==> src/core/pec_params.svh <==
// Purpose: Offsets, field positions, reset values and masks of the extended control register bank.
// Assumes: Registers are 16 bits wide and addressed by a 5-bit management register number.
// Notes:   Definitions only; the types live in pec_pkg.
`ifndef PEC_PARAMS_SVH
`define PEC_PARAMS_SVH

// ************************************************************
// Register offsets
// ************************************************************
`define PEC_ADDR_W        5
`define PEC_OFS_CTRL_A    5'h13
`define PEC_OFS_CTRL_B    5'h14

// ************************************************************
// Field positions of extended_control_a
// ************************************************************
`define PEC_A_NODE_MODE   15
`define PEC_A_SPEED_SRC   14
`define PEC_A_REM_FAULT   13
`define PEC_A_BANK_HI     12
`define PEC_A_BANK_LO     11
`define PEC_A_XOVER_EN    9
`define PEC_A_XOVER_MAN   8
`define PEC_A_PAIR_FLOAT  7
`define PEC_A_AUTO_PD     0

// ************************************************************
// Field positions of extended_control_b
// ************************************************************
`define PEC_B_STRENGTH    15

// ************************************************************
// Reset values and write masks
// ************************************************************
`define PEC_RST_CTRL_A    16'h0201
`define PEC_RST_CTRL_B    16'h3FE9
`define PEC_WMASK_CTRL_A  16'hDBFF
`define PEC_WMASK_CTRL_B  16'hFFFF
`define PEC_BANK_ONE      2'h1

`endif

==> src/core/pec_pkg.sv <==
// Purpose: Types shared by the extended control register bank.
// Assumes: Constants come from pec_params.svh.
// Notes:   Nothing here is imported; users write pec_pkg::name.
package pec_pkg;

  // A management register word.
  typedef logic [15:0] pec_word_t;

  // Decoded register bank, after folding 1x onto bank 0.
  typedef enum logic {
    PEC_BANK_0 = 1'b0,
    PEC_BANK_1 = 1'b1
  } pec_bank_t;

endpackage

==> src/core/pec_ext_ctrl.sv <==
// Purpose: Extended control register pair of a 10/100 physical-layer device.
// Assumes: The serial management engine presents decoded register reads and writes on core_clk.
// Notes:   Every output is a flip-flop; read data appears one cycle after the read strobe.
`include "pec_params.svh"

module pec_ext_ctrl (
  input  wire logic                       core_clk,
  input  wire logic                       rst,
  input  wire logic [`PEC_ADDR_W-1:0]     reg_addr,
  input  wire logic                       reg_wr,
  input  wire logic                       reg_rd,
  input  wire pec_pkg::pec_word_t         reg_wdata,
  output pec_pkg::pec_word_t              reg_rdata,
  input  wire logic                       strap_speed_src,
  input  wire logic                       basic_speed_bit,
  input  wire logic                       hw_speed_pin,
  input  wire logic                       remote_fault_in,
  output logic                            node_mode,
  output logic                            speed_100,
  output pec_pkg::pec_bank_t              bank_sel,
  output logic                            auto_crossover_enable,
  output logic                            manual_crossover_select,
  output logic                            pair_output_float,
  output logic                            auto_pd_100_enable,
  output logic                            drive_boost
);

  // ************************************************************
  // Register storage
  // ************************************************************
  pec_pkg::pec_word_t ctrl_a_reg;
  pec_pkg::pec_word_t ctrl_a_next;
  pec_pkg::pec_word_t ctrl_b_reg;
  pec_pkg::pec_word_t ctrl_b_next;
  pec_pkg::pec_word_t rdata_next;
  logic               strap_pend_reg;
  logic               speed_next;
  logic [1:0]         bank_field;
  pec_pkg::pec_bank_t bank_next;

  // Address decode and write merge; read-only bits keep their stored value.
  wire logic hit_a = (reg_addr == `PEC_OFS_CTRL_A);
  wire logic hit_b = (reg_addr == `PEC_OFS_CTRL_B);
  wire logic wr_a  = reg_wr && hit_a;
  wire logic wr_b  = reg_wr && hit_b;
  wire pec_pkg::pec_word_t merged_a = (ctrl_a_reg & ~`PEC_WMASK_CTRL_A) | (reg_wdata & `PEC_WMASK_CTRL_A);
  wire pec_pkg::pec_word_t merged_b = (ctrl_b_reg & ~`PEC_WMASK_CTRL_B) | (reg_wdata & `PEC_WMASK_CTRL_B);

  // The strap is caught one edge after reset release, so the reset itself only loads constants.
  always_comb begin
    ctrl_a_next = wr_a ? merged_a : ctrl_a_reg;
    if (strap_pend_reg) begin
      ctrl_a_next[`PEC_A_SPEED_SRC] = strap_speed_src;
    end
    ctrl_b_next = wr_b ? merged_b : ctrl_b_reg;
  end

  // Remote fault is reported live rather than stored, so software always sees the current state.
  wire pec_pkg::pec_word_t view_a = {ctrl_a_reg[15:14], remote_fault_in, ctrl_a_reg[12:0]};
  assign rdata_next = hit_a ? view_a : (hit_b ? ctrl_b_reg : 16'h0000);

  // Speed source: software bit or the live pin only.
  assign speed_next = ctrl_a_reg[`PEC_A_SPEED_SRC] ? hw_speed_pin : basic_speed_bit;
  // Bank 01 selects bank 1; 00 and 1x both fold onto bank 0.
  assign bank_field = ctrl_a_reg[`PEC_A_BANK_HI:`PEC_A_BANK_LO];
  assign bank_next  = (bank_field == `PEC_BANK_ONE) ? pec_pkg::PEC_BANK_1 : pec_pkg::PEC_BANK_0;

  // Register state; reset values give bank 00, crossover on, drivers on, auto power-down on.
  always_ff @(posedge core_clk) begin
    if (rst) begin
      ctrl_a_reg     <= `PEC_RST_CTRL_A;
      ctrl_b_reg     <= `PEC_RST_CTRL_B;
      strap_pend_reg <= 1'b1;
    end else begin
      ctrl_a_reg     <= ctrl_a_next;
      ctrl_b_reg     <= ctrl_b_next;
      strap_pend_reg <= 1'b0;
    end
  end

  // Read data holds until the next read; unmapped addresses read as zero.
  always_ff @(posedge core_clk) begin
    if (rst) begin
      reg_rdata <= 16'h0000;
    end else if (reg_rd) begin
      reg_rdata <= rdata_next;
    end
  end

  // ************************************************************
  // Control outputs, registered so pins never glitch on decode
  // ************************************************************
  // One cycle of latency from register to pin is accepted for clean output timing.
  always_ff @(posedge core_clk) begin
    if (rst) begin
      node_mode               <= 1'b0;
      speed_100               <= 1'b0;
      bank_sel                <= pec_pkg::PEC_BANK_0;
      auto_crossover_enable   <= 1'b1;
      manual_crossover_select <= 1'b0;
      pair_output_float       <= 1'b0;
      auto_pd_100_enable      <= 1'b1;
      drive_boost             <= 1'b0;
    end else begin
      node_mode               <= ctrl_a_reg[`PEC_A_NODE_MODE];
      speed_100               <= speed_next;
      bank_sel                <= bank_next;
      auto_crossover_enable   <= ctrl_a_reg[`PEC_A_XOVER_EN];
      manual_crossover_select <= ctrl_a_reg[`PEC_A_XOVER_MAN];
      pair_output_float       <= ctrl_a_reg[`PEC_A_PAIR_FLOAT];
      auto_pd_100_enable      <= ctrl_a_reg[`PEC_A_AUTO_PD];
      drive_boost             <= ctrl_b_reg[`PEC_B_STRENGTH];
    end
  end

  // ************************************************************
  // Assertions
  // ************************************************************
  // Helper: bank field of the write two cycles back, matching the write-to-pin latency.
  logic [1:0] reg_wdata_d1;
  logic [1:0] reg_wdata_d2;
  always_ff @(posedge core_clk) begin
    reg_wdata_d1 <= reg_wdata[`PEC_A_BANK_HI:`PEC_A_BANK_LO];
    reg_wdata_d2 <= reg_wdata_d1;
  end

  // Pins follow a write two edges after it is taken: one edge to store, one to register the pin.
  a_node_mode_follows: assert property (@(posedge core_clk) disable iff (rst)
    wr_a |=> ##1 node_mode == $past(reg_wdata[`PEC_A_NODE_MODE], 2))
    else $error("node mode does not follow write");

  a_speed_src_mux: assert property (@(posedge core_clk) disable iff (rst)
    ##1 speed_100 == ($past(ctrl_a_reg[`PEC_A_SPEED_SRC]) ? $past(hw_speed_pin) : $past(basic_speed_bit)))
    else $error("speed output from wrong source");

  a_bank_decode: assert property (@(posedge core_clk) disable iff (rst)
    wr_a |=> ##1 bank_sel == ((reg_wdata_d2 == `PEC_BANK_ONE) ? pec_pkg::PEC_BANK_1 : pec_pkg::PEC_BANK_0))
    else $error("bank select decode wrong");

  a_reset_values: assert property (@(posedge core_clk)
    $fell(rst) |-> auto_crossover_enable && !manual_crossover_select && bank_sel == pec_pkg::PEC_BANK_0
                   && auto_pd_100_enable && !drive_boost && !pair_output_float)
    else $error("output reset values wrong");

  a_crossover_write: assert property (@(posedge core_clk) disable iff (rst)
    wr_a |=> ##1 {auto_crossover_enable, manual_crossover_select} == $past(reg_wdata[9:8], 2))
    else $error("crossover bits do not follow write");

  a_float_write: assert property (@(posedge core_clk) disable iff (rst)
    wr_a |=> ##1 pair_output_float == $past(reg_wdata[`PEC_A_PAIR_FLOAT], 2))
    else $error("pair float does not follow write");

  a_auto_pd_write: assert property (@(posedge core_clk) disable iff (rst)
    wr_a && !reg_wdata[`PEC_A_AUTO_PD] |=> ##1 !auto_pd_100_enable)
    else $error("auto power-down not stopped");

  a_strength_write: assert property (@(posedge core_clk) disable iff (rst)
    wr_b |=> ##1 drive_boost == $past(reg_wdata[`PEC_B_STRENGTH], 2))
    else $error("drive boost does not follow write");

  a_fault_readback: assert property (@(posedge core_clk) disable iff (rst)
    reg_rd && hit_a |=> reg_rdata[`PEC_A_REM_FAULT] == $past(remote_fault_in))
    else $error("remote fault read back wrong");

  // ************************************************************
  // Storage checks
  // ************************************************************
  // Both registers leave reset at their reset values, before the strap lands.
  a_reset_storage: assert property (@(posedge core_clk)
    $fell(rst) |-> ctrl_a_reg == `PEC_RST_CTRL_A && ctrl_b_reg == `PEC_RST_CTRL_B)
    else $error("register reset values wrong");

  // The speed-source bit takes the strap level at the first edge out of reset.
  a_strap_capture: assert property (@(posedge core_clk)
    $fell(rst) |=> ctrl_a_reg[`PEC_A_SPEED_SRC] == $past(strap_speed_src))
    else $error("speed source strap not captured");

  // Read-only bits keep their reset value whatever software writes.
  a_readonly_kept: assert property (@(posedge core_clk) disable iff (rst)
    wr_a |=> (ctrl_a_reg & ~`PEC_WMASK_CTRL_A) == (`PEC_RST_CTRL_A & ~`PEC_WMASK_CTRL_A))
    else $error("read-only bits changed by write");

  // Without a write or the strap, the first register must not move.
  a_ctrl_a_idle: assert property (@(posedge core_clk) disable iff (rst)
    !wr_a && !strap_pend_reg |=> $stable(ctrl_a_reg))
    else $error("first register changed without write");

  // A write to the second register leaves the first alone.
  a_b_write_only: assert property (@(posedge core_clk) disable iff (rst)
    wr_b && !strap_pend_reg |=> $stable(ctrl_a_reg))
    else $error("second register write leaked");

  // A write to the first register leaves the second alone.
  a_a_write_only: assert property (@(posedge core_clk) disable iff (rst)
    wr_a |=> $stable(ctrl_b_reg))
    else $error("first register write leaked");

  // Writes to other register numbers are dropped without trace.
  a_unmapped_ignored: assert property (@(posedge core_clk) disable iff (rst)
    reg_wr && !hit_a && !hit_b && !strap_pend_reg |=> $stable(ctrl_a_reg) && $stable(ctrl_b_reg))
    else $error("unmapped write changed a register");

  // Reads of other register numbers return zero.
  a_unmapped_zero: assert property (@(posedge core_clk) disable iff (rst)
    reg_rd && !hit_a && !hit_b |=> reg_rdata == 16'h0000)
    else $error("unmapped read not zero");

  // The second register reads back exactly what is stored.
  a_ctrl_b_readback: assert property (@(posedge core_clk) disable iff (rst)
    reg_rd && hit_b |=> reg_rdata == $past(ctrl_b_reg))
    else $error("second register read back wrong");

  // Read data must stand until the next read strobe.
  a_rdata_holds: assert property (@(posedge core_clk) disable iff (rst)
    !reg_rd |=> $stable(reg_rdata))
    else $error("read data changed without read");

  // ************************************************************
  // Coverage of the main scenarios
  // ************************************************************
  c_bank1_select:  cover property (@(posedge core_clk) disable iff (rst) bank_sel == pec_pkg::PEC_BANK_1);
  c_pin_speed:     cover property (@(posedge core_clk) disable iff (rst) wr_a && reg_wdata[`PEC_A_SPEED_SRC]);
  c_float_pairs:   cover property (@(posedge core_clk) disable iff (rst) pair_output_float);
  c_boost_drive:   cover property (@(posedge core_clk) disable iff (rst) drive_boost);
  c_manual_xover:  cover property (@(posedge core_clk) disable iff (rst) manual_crossover_select && !auto_crossover_enable);

endmodule

==> config.mk <==
export PLATFORM = sky130hd
export DESIGN_NAME = pec_ext_ctrl
export DESIGN_NICKNAME = d
export VERILOG_FILES = /design/src/core/pec_pkg.sv /design/src/core/pec_ext_ctrl.sv
export VERILOG_INCLUDE_DIRS = /design/src /design/src/core
export SDC_FILE = /design/constraint.sdc
export NUM_CORES = 1
export LEC_CHECK = 0
export BUFFER_PORTS_ARGS = -buffer_cell sky130_fd_sc_hd__buf_2
export CORE_MARGIN = 2
export CORE_UTILIZATION = 53
export DETAILED_ROUTE_END_ITERATION = 8
export GPL_TIMING_DRIVEN = 1
export PLACE_DENSITY = 0.8
export SYNTH_ARGS = -nofsm -noshare
export SYNTH_HDL_FRONTEND = slang
export SYNTH_SLANG_ARGS = --single-unit
==> constraint.sdc <==
create_clock -name core_clk -period 1.9 [get_ports core_clk]
set_input_delay 0.19 -clock core_clk [delete_from_list [all_inputs] [get_ports core_clk]]
set_output_delay 0.19 -clock core_clk [all_outputs]
set_load 0.1 [all_outputs]
# After elaboration in Yosys (flattened, before gate mapping)

Index checks and enable logic that the tools add are counted.

Bitwise operators: 1
Multiplexer cells: 7
Equal/unequal tests: 3
Reductions and logical operators: 3

Operator list:

| operator             | count |
|---|---|
| $mux W16             | 2 |
| $or A14 B16 Y16      | 1 |
| $mux W15             | 1 |
| $eq A5 B5 Y1 const B | 2 |
| $mux W1              | 4 |
| $eq A2 B1 Y1 const B | 1 |
| $logic_and A1 B1 Y1  | 2 |
| $reduce_bool A2 Y1   | 1 |

Input port bits: 29
Output and inout bits: 24
Word-level logic and storage cells: 27
Bits in registers: 57

# Depth between registers and ports, before layout

Gate-level depths: netlist of run 1.

Word-level depth: 4
Gate-level depth with buffers: 5
Mapped depth without buffers: 3

# Least setup slack after synthesis of run 1

Ideal clock, no wire load.

Kind: input to register
Start point: input port reg_addr[3]
End point: register ctrl_b_reg[15]
Slack: 0.524 ns
Arrival: 1.255 ns
Buffers on the path: 1
Stages on the path: 4
Required time: 1.779 ns
Library setup time: 0.121 ns
Cells stage by stage: nor4b_4 -> and3_1 -> buf_6 -> mux2_2

Cells in the longest elaborated chain, start to end: 2

Ends and longest elaborated chain:

| item                   | line               | text |
|---|---|---|
| from (decl)            | pec_ext_ctrl.sv:9  | `` input wire logic [`PEC_ADDR_W-1:0] reg_addr, `` |
| $eq A5 B5 Y1 (no line) | --                 |  |
| $logic_and A1 B1 Y1    | pec_ext_ctrl.sv:45 | `wire logic wr_b = reg_wr && hit_b;` |
| to (signal assigned)   | pec_ext_ctrl.sv:72 | `` ctrl_b_reg <= `PEC_RST_CTRL_B; `` |
| to (signal assigned)   | pec_ext_ctrl.sv:76 | `ctrl_b_reg <= ctrl_b_next;` |
| to (decl)              | pec_ext_ctrl.sv:33 | `pec_pkg::pec_word_t ctrl_b_reg;` |

No other way between the ends.
A chain may end at the register's enable or synchronous reset.

# Final worst setup path of run 1

Start point: input port reg_addr[2]
End point: register ctrl_a_reg[14]

Cells in the longest elaborated chain, start to end: 3

Ends and longest elaborated chain:

| item                         | line               | text |
|---|---|---|
| $eq A5 B5 Y1 (no line)       | --                 |  |
| $logic_and A1 B1 Y1          | pec_ext_ctrl.sv:44 | `wire logic wr_a = reg_wr && hit_a;` |
| $reduce_bool A2 Y1 (no line) | --                 |  |
| to (signal assigned)         | pec_ext_ctrl.sv:71 | `` ctrl_a_reg <= `PEC_RST_CTRL_A; `` |
| to (signal assigned)         | pec_ext_ctrl.sv:75 | `ctrl_a_reg <= ctrl_a_next;` |
| to (decl)                    | pec_ext_ctrl.sv:31 | `pec_pkg::pec_word_t ctrl_a_reg;` |

No other way between the ends.

==> impl_metrics.yaml, run 1 <==
synth:
  synthCells: 248
  synth_top_area_share_pct: 48.4
  synth_area_per_cell_um2: 9.17
  syn_nets: 277
  yosysSeqAreaShare_pct: 48.4
  ys_types: 29
  netlist_area_mm2: 0.00227
  synth_area_leaders: "dfxtp_1 48%, mux2i_1 7.0%, nor2_1 6.3%"
  synth-seq-cells: 55
  synth_warnings: 0
  synth_top_cell_by_area: "dfxtp_1"
sta:
  tightest_slew_ns: 0.685
  setup_viol: 0
  slew_violations: 0
  clock.fmax_mhz: 729
  period_share_pct: 72.2
  finalSetupTns_ns: 0
  min_period_ns: 1.37
  finalHoldViolations: 0
  maxSlewHeadroom_pct: 54.3
  rsz0062_at_grt: "no"
  skew_ns: 0.00558
pwr:
  clkPwrFrac_pct: 31.4
  combPwrFrac_pct: 14.5
  intPower_mw: 1.59
  switchingPower_mw: 0.611
  switching_share_pct: 27.8
  p_leak_nw: 1.00
  powerDensity_mw_per_mm2: 836
  power.share.sequential_pct: 54.1
  vdd_ir_drop_max_mv: 0.560
detailed_routing:
  drtPass1Iterations: 4
  drc: 0
  drt-initial-drc-count: 149
  avgViaCountPerCell: 5.69
  totalWireLength_mm: 4.98
  wl_per_cell_um: 14.6
  ant_nets: 0
  via_count: 1945
cells_and_area:
  finalInstanceArea_mm2: 0.00264
  final_cell_mix: "55 x dfxtp_1, 52 x buf_2, 38 x nor2_1, 26 x nand3_1, 16 x mux2i_1"
  area_delta_synth_final_pct: 15.9
  nFillCells: 338
  final_common_cell: "dfxtp_1"
  finish.utilization_pct: 64.9
  drive_above_1_share_pct: 24.3
  diodes: 0
  multiInputGateArea_mm2: 0.00105
  nNetsFinal: 320
  seq_area_mm2: 0.00110
clock_tree:
  post_cts_buffers: 0
  clk_latency_ns: 0.31
  cts_tree: "yes"
  ctsResizeCount: 0
  clock_path_buffers: 2
  htree_levels: 2
  cts-root-buf: "clkbuf_8"
  clk_pin_slew_worst_paths_ns: 0.09
  clkSinkCount: 55
  cts_buffers: 5
  cts_hold_buf: 0
global_route:
  grt_pass1_vias: 1914
  grt_usage_pct: 21.4
  antenna_found_initial: 0
  grt_max_degree: 44
  grt_pass1_wl_mm: 8.38
  overflow: 0
floorplan:
  initial_core_util_pct: 56.0
  coreArea_mm2: 0.00406
  die-area_mm2: 0.00483
  io_pins: 53
  rows: 23
  die_y_um: 69.5
  fp.dieW_um: 69.5
worst_hold_path:
  whs_endpoint: "speed_100"
  min_from: "basic_speed_bit"
  hold_class: "input pin to register"
  hold_depth: 3
critical_path:
  rrSetupSlack_ns: 1.00
  setup.worst_path.start_class: "input pin"
  worstPathMaxFanout: 18
  critPathCaptureType: "register"
  crit_type: "input pin to register"
  worstPathRequired_ns: 2.10
  ff2ff_path_depth: 2
  reg2reg_from: "ctrl_a_reg[14]"
  arrival_ns: 1.57
  timing.rr.end: "ctrl_a_reg[14]"
placement:
  dp_hpwl_mm: 3.26
  dpl_cell_area_mm2: 0.00253
  place.gp.congestion: 0.748
  place.port_buffers: 52
run_status:
  status: "complete, no violations"
job:
  drv_cap: 0
-- how the worst max path moves through the flow --
stage               cells past startpoint   startpoint        endpoint  slack, ns
finish                                  5  reg_addr[2]  ctrl_a_reg[14]       0.53
global placement                        5  reg_addr[2]  ctrl_a_reg[14]       0.39
global route                            5  reg_addr[2]  ctrl_a_reg[14]       0.49
detailed placement                      5  reg_addr[2]  ctrl_a_reg[14]       0.26
floorplan                               4  reg_addr[3]  ctrl_b_reg[15]       0.52
CTS                                     5  reg_addr[2]  ctrl_a_reg[14]       0.58
-- synthesized netlist by cell type --
master / number
buf_1: 1
nand3b_1: 14
nand4_1: 2
nor2_1: 38
dfxtp_1: 55
mux2_2: 1
clkbuf_1: 17
nand3_1: 26
nor2b_1: 7
nand2b_1: 10
buf_4: 1
inv_1: 1
and3_1: 3
a311oi_1: 15
buf_12: 1
nand2_1: 1
nand4b_1: 1
a21oi_1: 12
mux2i_1: 16
or2_2: 2
buf_2: 3
a211o_1: 2
buf_6: 1
nor4b_4: 1
o21ai_0: 12
nor3b_1: 1
and4b_1: 2
a31oi_1: 1
a221oi_1: 1
-- layer usage --
layer  global-route usage (%)  routed length (µm)
met1                     23.8                2110
met2                     38.6                2490
met3                     5.23                 291
met4                     8.93                  92
met5                        0                   0
-- power groups by stage --
stage               combinational, mW  sequential (mW)  clock, mW
floorplan                       0.103             1.35          0
global placement                0.314             1.22          0
detailed placement              0.318             1.22          0
CTS                             0.319             1.19      0.708
global route                    0.336             1.19      0.756
finish                          0.319             1.19      0.692
-- cell families (layout without fill, tap and decap cells) --
family / after synthesis / after routing / share of synthesized area [%]
buf+inv: 25 / 69 / 5.50
compound gates: 43 / 43 / 12.5
mux: 17 / 17 / 7.54
flops: 55 / 55 / 48.4
simple gates: 108 / 108 / 26.0
-- critical path, stage by stage --
cell	delay [ns]
buf_2	0.25
buf_4	0.27
nand2b_1	0.39
o21ai_0	0.17
a221oi_1	0.30
-- area by class of cell --
class	instances	area share, %
timing repair buffer	60	12.2
inverter	1	0.142
clock buffer	8	3.80
sequential	55	41.8
tap	50	2.37
multi-input combinational	168	39.7
-- through the flow --
step	hold slack, ns	setup slack [ns]	cells	power [mW]
2_1_floorplan	0.218	0.524	248	1.45
3_3_place_gp	0.427	0.393	334	1.53
3_5_place_dp	0.435	0.259	334	1.54
4_1_cts	0.112	0.582	342	2.22
5_1_grt	0.130	0.490	342	2.29
6_report	0.115	0.529	342	2.20
(Power assumes the default switching activity.)
==> run 2: changes to the inputs <==
--- a/config.mk
+++ b/config.mk
@@ -8,10 +8,10 @@
 export LEC_CHECK = 0
 export BUFFER_PORTS_ARGS = -buffer_cell sky130_fd_sc_hd__buf_2
 export CORE_MARGIN = 2
-export CORE_UTILIZATION = 53
+export CORE_UTILIZATION = 48
 export DETAILED_ROUTE_END_ITERATION = 8
 export GPL_TIMING_DRIVEN = 1
-export PLACE_DENSITY = 0.8
+export PLACE_DENSITY = 0.76
 export SYNTH_ARGS = -nofsm -noshare
 export SYNTH_HDL_FRONTEND = slang
 export SYNTH_SLANG_ARGS = --single-unit
==> constraint.sdc (replaced) <==
create_clock -name core_clk -period 1.1 [get_ports core_clk]
set_input_delay 0.11 -clock core_clk [delete_from_list [all_inputs] [get_ports core_clk]]
set_output_delay 0.11 -clock core_clk [all_outputs]
set_load 0.1 [all_outputs]
==> run 2 against run 1 <==
Against the previous run:
- global-route usage increased by 0.68 points
- total power up 75%
- register-to-register slack got worse by 0.73 ns
- critical path depth did not move
- critical path type unchanged
- core utilization rose by 3.3 points
- non-clock buffer count rose by 13
- wire length up 9.5%
- clock power grew 53%
- via count is 4.8% higher
- combinational power increased by 120%
- final area increased by 20%
- hold slack worse by 0.071 ns
==> impl_metrics.yaml, run 2 (synthesis results as in run 1) <==
critical_path:
  critPathCaptureType: "register"
  cp_slowest_stage_delay_ns: 0.31
  setup.worst_path.start_class: "input pin"
  cpMaxStageDelayCell: "nor4b_4"
  reg2reg_from: "ctrl_b_reg[15]"
  ff2ff_path_depth: 2
  crit_type: "input pin to register"
  worstPathMaxFanout: 15
  cp_cell_sequence: "buf_2 > nor4b_4 > and3_2 > buf_12 > mux2i_1"
  timing.rr.end: "ctrl_b_reg[15]"
  worstPathRequired_ns: 1.33
  rrSetupSlack_ns: 0.27
  arrival_ns: 1.23
cells_and_area:
  final_common_cell: "dfxtp_1"
  seq_area_mm2: 0.00112
  final_cell_mix: "39 x dfxtp_1, 38 x nor2_1, 28 x buf_2, 27 x buf_12, 23 x nand3_1"
  final_cells: 359
  diodes: 0
  multiInputGateArea_mm2: 0.00107
  area_delta_synth_final_pct: 39.0
  nFillCells: 350
  nNetsFinal: 333
  drive_above_1_share_pct: 34.4
detailed_routing:
  wl_per_cell_um: 15.2
  via_count: 2038
  drt-initial-drc-count: 165
  drc: 0
  totalWireLength_mm: 5.46
  avgViaCountPerCell: 5.68
  drtPass1Iterations: 4
  ant_nets: 0
floorplan:
  rows: 25
  initial_core_util_pct: 49.1
  io_pins: 53
  fp.dieW_um: 72.8
  die_y_um: 72.8
  coreArea_mm2: 0.00463
  die-area_mm2: 0.00530
clock_tree:
  ctsResizeCount: 0
  cts_hold_buf: 0
  cts-root-buf: "clkbuf_8"
  clk_latency_ns: 0.30
  clock_path_buffers: 2
  clkSinkCount: 55
  clk_pin_slew_worst_paths_ns: 0.09
  cts_buffers: 5
  cts_tree: "yes"
  htree_levels: 2
  post_cts_buffers: 0
sta:
  period_share_pct: 90.8
  finalSetupTns_ns: 0
  setup_viol: 0
  finalHoldViolations: 0
  clock.fmax_mhz: 1000
  slew_violations: 0
  maxSlewHeadroom_pct: 76.7
  skew_ns: 0.00155
  rsz0062_at_grt: "no"
  min_period_ns: 0.999
  tightest_slew_ns: 0.350
  fin_ws_ns: 0.101
global_route:
  grt_max_degree: 33
  grt_pass1_wl_mm: 9.12
  grt_usage_pct: 22.1
  grt_pass1_vias: 2026
  overflow: 0
  antenna_found_initial: 0
job:
  drv_cap: 0
worst_hold_path:
  whs_endpoint: "speed_100"
  hold_class: "input pin to register"
  min_from: "basic_speed_bit"
  hold_depth: 3
placement:
  dp_hpwl_mm: 3.87
  place.gp.congestion: 0.805
  dp.cells: 351
  dp_slack_ns: -0.243
  place.port_buffers: 52
run_status:
  status: "complete, no violations"
pwr:
  power_mw: 3.84
  vdd_ir_drop_max_mv: 0.833
  p_leak_nw: 1.17
  powerDensity_mw_per_mm2: 1220
[run 2: power breakdown]
group | internal, mW | switching (mW)
clock | 0.437 | 0.624
combinational | 0.270 | 0.429
sequential | 2.04 | 0.0429
[run 2: area by class of cell]
class	count	area share, %
flip-flops and latches	55	35.5
multi-input cells	168	33.8
repair buffers	73	25.8
clock buffers	5	2.18
well taps	54	2.14
clock inverters	3	0.475
inverters	1	0.119
[run 2: critical path, delay by kind of cell]
family / cells / cell delay (ns)
buf+inv: 2 / 0.30
simple gates: 2 / 0.60
mux: 1 / 0.22
[run 2: how the worst max path moves through the flow]
stage / slack, ns / end / from / depth (start not counted)
after detailed placement: -0.24 / ctrl_b_reg[2] / reg_addr[0] / 5
after floorplan: -0.18 / ctrl_b_reg[15] / reg_addr[0] / 4
after global routing: 0.03 / ctrl_b_reg[3] / reg_addr[0] / 5
final: 0.10 / ctrl_b_reg[3] / reg_addr[0] / 5
after CTS: 0.07 / ctrl_b_reg[3] / reg_addr[0] / 5
after global placement: -0.14 / ctrl_b_reg[12] / reg_addr[0] / 5
[run 2: per-layer routing]
layer  GRT usage, %  vias to the layer above  routed length [µm]
li1               -                      988                   -
met1           25.4                      970                2150
met2           39.1                       70                2900
met3           4.14                       10                 311
met4           10.7                        0                  91
met5              0                        -                   0
[run 2: metrics by stage]
step	area (µm²)	util, %	hold slack [ns]
2_1_floorplan	2310	-	0.138
3_3_place_gp	3070	66.4	0.346
3_5_place_dp	3070	66.4	0.368
4_1_cts	3160	68.2	0.0492
5_1_grt	3160	68.2	0.0588
6_report	3160	68.2	0.0447
==> run 3: changes to the inputs <==
--- a/config.mk
+++ b/config.mk
@@ -7,7 +7,6 @@
 export NUM_CORES = 1
 export LEC_CHECK = 0
 export BUFFER_PORTS_ARGS = -buffer_cell sky130_fd_sc_hd__buf_2
-export CORE_MARGIN = 2
 export CORE_UTILIZATION = 48
 export DETAILED_ROUTE_END_ITERATION = 8
 export GPL_TIMING_DRIVEN = 1
==> run 3 against run 2 <==
Against the previous run:
- wire length decreased by 0.37%
- via count increased by 0.20%
- clock power increased by 29%
- clock-buffer cell count increased by 1
- die area decreased by 5.4%
- critical path depth unchanged
- hold slack got worse by 0.0048 ns
- setup slack got worse by 0.045 ns
- final area about the same
- first-iteration DRC count increased by 16%
- global-route usage increased by 1.1 points
==> impl_metrics.yaml, run 3 (synthesis results as in run 1) <==
run_status:
  status: "complete, no violations"
clock_tree:
  cts_hold_buf: 0
  clk_pin_slew_worst_paths_ns: 0.10
  clk_latency_ns: 0.30
  clkSinkCount: 55
  cts_tree: "yes"
  cts-root-buf: "clkbuf_8"
  cts_buffers: 5
  htree_levels: 2
  clock_path_buffers: 2
  ctsResizeCount: 0
  post_cts_buffers: 0
pwr:
  clkPwrFrac_pct: 33.1
  combPwrFrac_pct: 16.6
  switchingPower_mw: 1.10
  vdd_ir_drop_max_mv: 0.836
  p_leak_nw: 1.17
  intPower_mw: 3.04
  powerDensity_mw_per_mm2: 1310
  switching_share_pct: 26.6
  power.share.sequential_pct: 50.3
sta:
  slew_violations: 0
  finalHoldViolations: 0
  clock.fmax_mhz: 958
  tightest_slew_ns: 0.428
  skew_ns: 0.00438
  rsz0062_at_grt: "no"
  min_period_ns: 1.04
  setup_viol: 0
  period_share_pct: 94.9
  maxSlewHeadroom_pct: 71.5
detailed_routing:
  drc: 0
  wl_per_cell_um: 15.3
  totalWireLength_mm: 5.44
  avgViaCountPerCell: 5.75
  drtPass1Iterations: 6
  via_count: 2042
  ant_nets: 0
  drt-initial-drc-count: 192
cells_and_area:
  finish.utilization_pct: 71.1
  final_cell_mix: "39 x dfxtp_1, 38 x nor2_1, 28 x buf_2, 26 x buf_12, 23 x nand3_1"
  diodes: 0
  final_common_cell: "dfxtp_1"
  nFillCells: 344
  drive_above_1_share_pct: 33.7
  area_delta_synth_final_pct: 39.1
  finalInstanceArea_mm2: 0.00316
  nNetsFinal: 331
floorplan:
  coreArea_mm2: 0.00444
  die_y_um: 70.8
  rows: 24
  io_pins: 53
  die-area_mm2: 0.00502
  fp.dieW_um: 70.8
  initial_core_util_pct: 51.2
placement:
  dp_hpwl_mm: 3.88
  dpl_cell_area_mm2: 0.00304
  place.gp.congestion: 0.810
  place.port_buffers: 52
global_route:
  grt_pass1_vias: 1998
  grt_max_degree: 32
  overflow: 0
  antenna_found_initial: 0
  grt_usage_pct: 23.2
  grt_pass1_wl_mm: 9.13
critical_path:
  cpMaxStageDelayCell: "nor4b_4"
  worstPathMaxFanout: 16
  rrSetupSlack_ns: 0.22
  critPathCaptureType: "register"
  crit_type: "input pin to register"
  cp_slowest_stage_delay_ns: 0.30
  setup.worst_path.start_class: "input pin"
  cp_cell_sequence: "buf_2 > nor4b_4 > buf_4 > nand3_1 > a311oi_1"
  crit_family: "simple AND/OR/NAND/NOR gates"
  arrival_ns: 1.24
  worstPathRequired_ns: 1.30
  crit_buf_inv: 2
worst_hold_path:
  hold_class: "input pin to register"
job:
  drv_cap: 0
[run 3: cell types whose count changed in the layout (fill, tap and decap cells not counted), sizes merged]
| cell | previous run | this run |
|---|---|---|
| clkinv | 3 | 1 |
| bufinv | 0 | 1 |
| buf | 73 | 71 |
| clkbuf | 5 | 6 |
[run 3: area by class of cell]
| type | count | area, µm² | share of cell area (%) |
|---|---|---|---|
| clock buffers | 6 | 82.6 | 2.61 |
| flip-flops and latches | 55 | 1120 | 35.5 |
| multi-input cells | 168 | 1070 | 33.7 |
| inverters | 1 | 3.75 | 0.119 |
| well taps | 52 | 65.1 | 2.06 |
| repair buffers | 71 | 788 | 24.9 |
| clock inverters | 2 | 35.0 | 1.11 |
[run 3: worst paths after layout]
check / startpoint / end / depth (start not counted)
max: reg_addr[0] / reg_rdata[9] / 5
min: basic_speed_bit / speed_100 / 3
max reg2reg: ctrl_a_reg[9] / reg_rdata[9] / 2
min reg2reg: strap_pend_reg / ctrl_a_reg[14] / 1
[run 3: power groups by stage]
| stage | clock network [mW] | registers [mW] | logic (mW) |
|---|---|---|---|
| global route | 1.48 | 2.09 | 0.721 |
| floorplan | 0 | 2.34 | 0.179 |
| global placement | 0 | 2.13 | 0.677 |
| finish | 1.37 | 2.08 | 0.687 |
| CTS | 1.39 | 2.08 | 0.687 |
| detailed placement | 0 | 2.13 | 0.685 |
[run 3: worst register-to-register path: cells and delay by family, from the launching register on]
kind               cells  cell delay [ns]
and+or+nand+nor        1             0.10
AOI/OAI and AO/OA      1             0.30
DFF                    1             0.37
[run 3: layer usage]
| layer | vias to the layer above | part of all wire [%] | global-route usage [%] | routed length [µm] |
|---|---|---|---|---|
| li1 | 987 | - | - | - |
| met5 | - | 0 | 0 | 0 |
| met1 | 972 | 39 | 26.9 | 2100 |
| met4 | 0 | 2.3 | 10.4 | 126 |
| met3 | 11 | 4.5 | 4.56 | 242 |
| met2 | 72 | 55 | 41.5 | 2970 |
[run 3: per-stage QoR]
| stage | hold slack, ns | worst slack, ns | power (mW) | instances | setup TNS [ns] |
|---|---|---|---|---|---|
| 3_3_place_gp | 0.348 | -0.138 | 2.81 | 347 | -4.12 |
| 3_5_place_dp | 0.354 | -0.258 | 2.82 | 347 | -6.99 |
| 4_1_cts | 0.0398 | 0.0589 | 4.16 | 355 | 0 |
| 6_report | 0.0400 | 0.0560 | 4.14 | 355 | 0 |
| 5_1_grt | 0.0417 | 0.0257 | 4.29 | 355 | 0 |
| 2_1_floorplan | 0.138 | -0.175 | 2.52 | 248 | -1.70 |
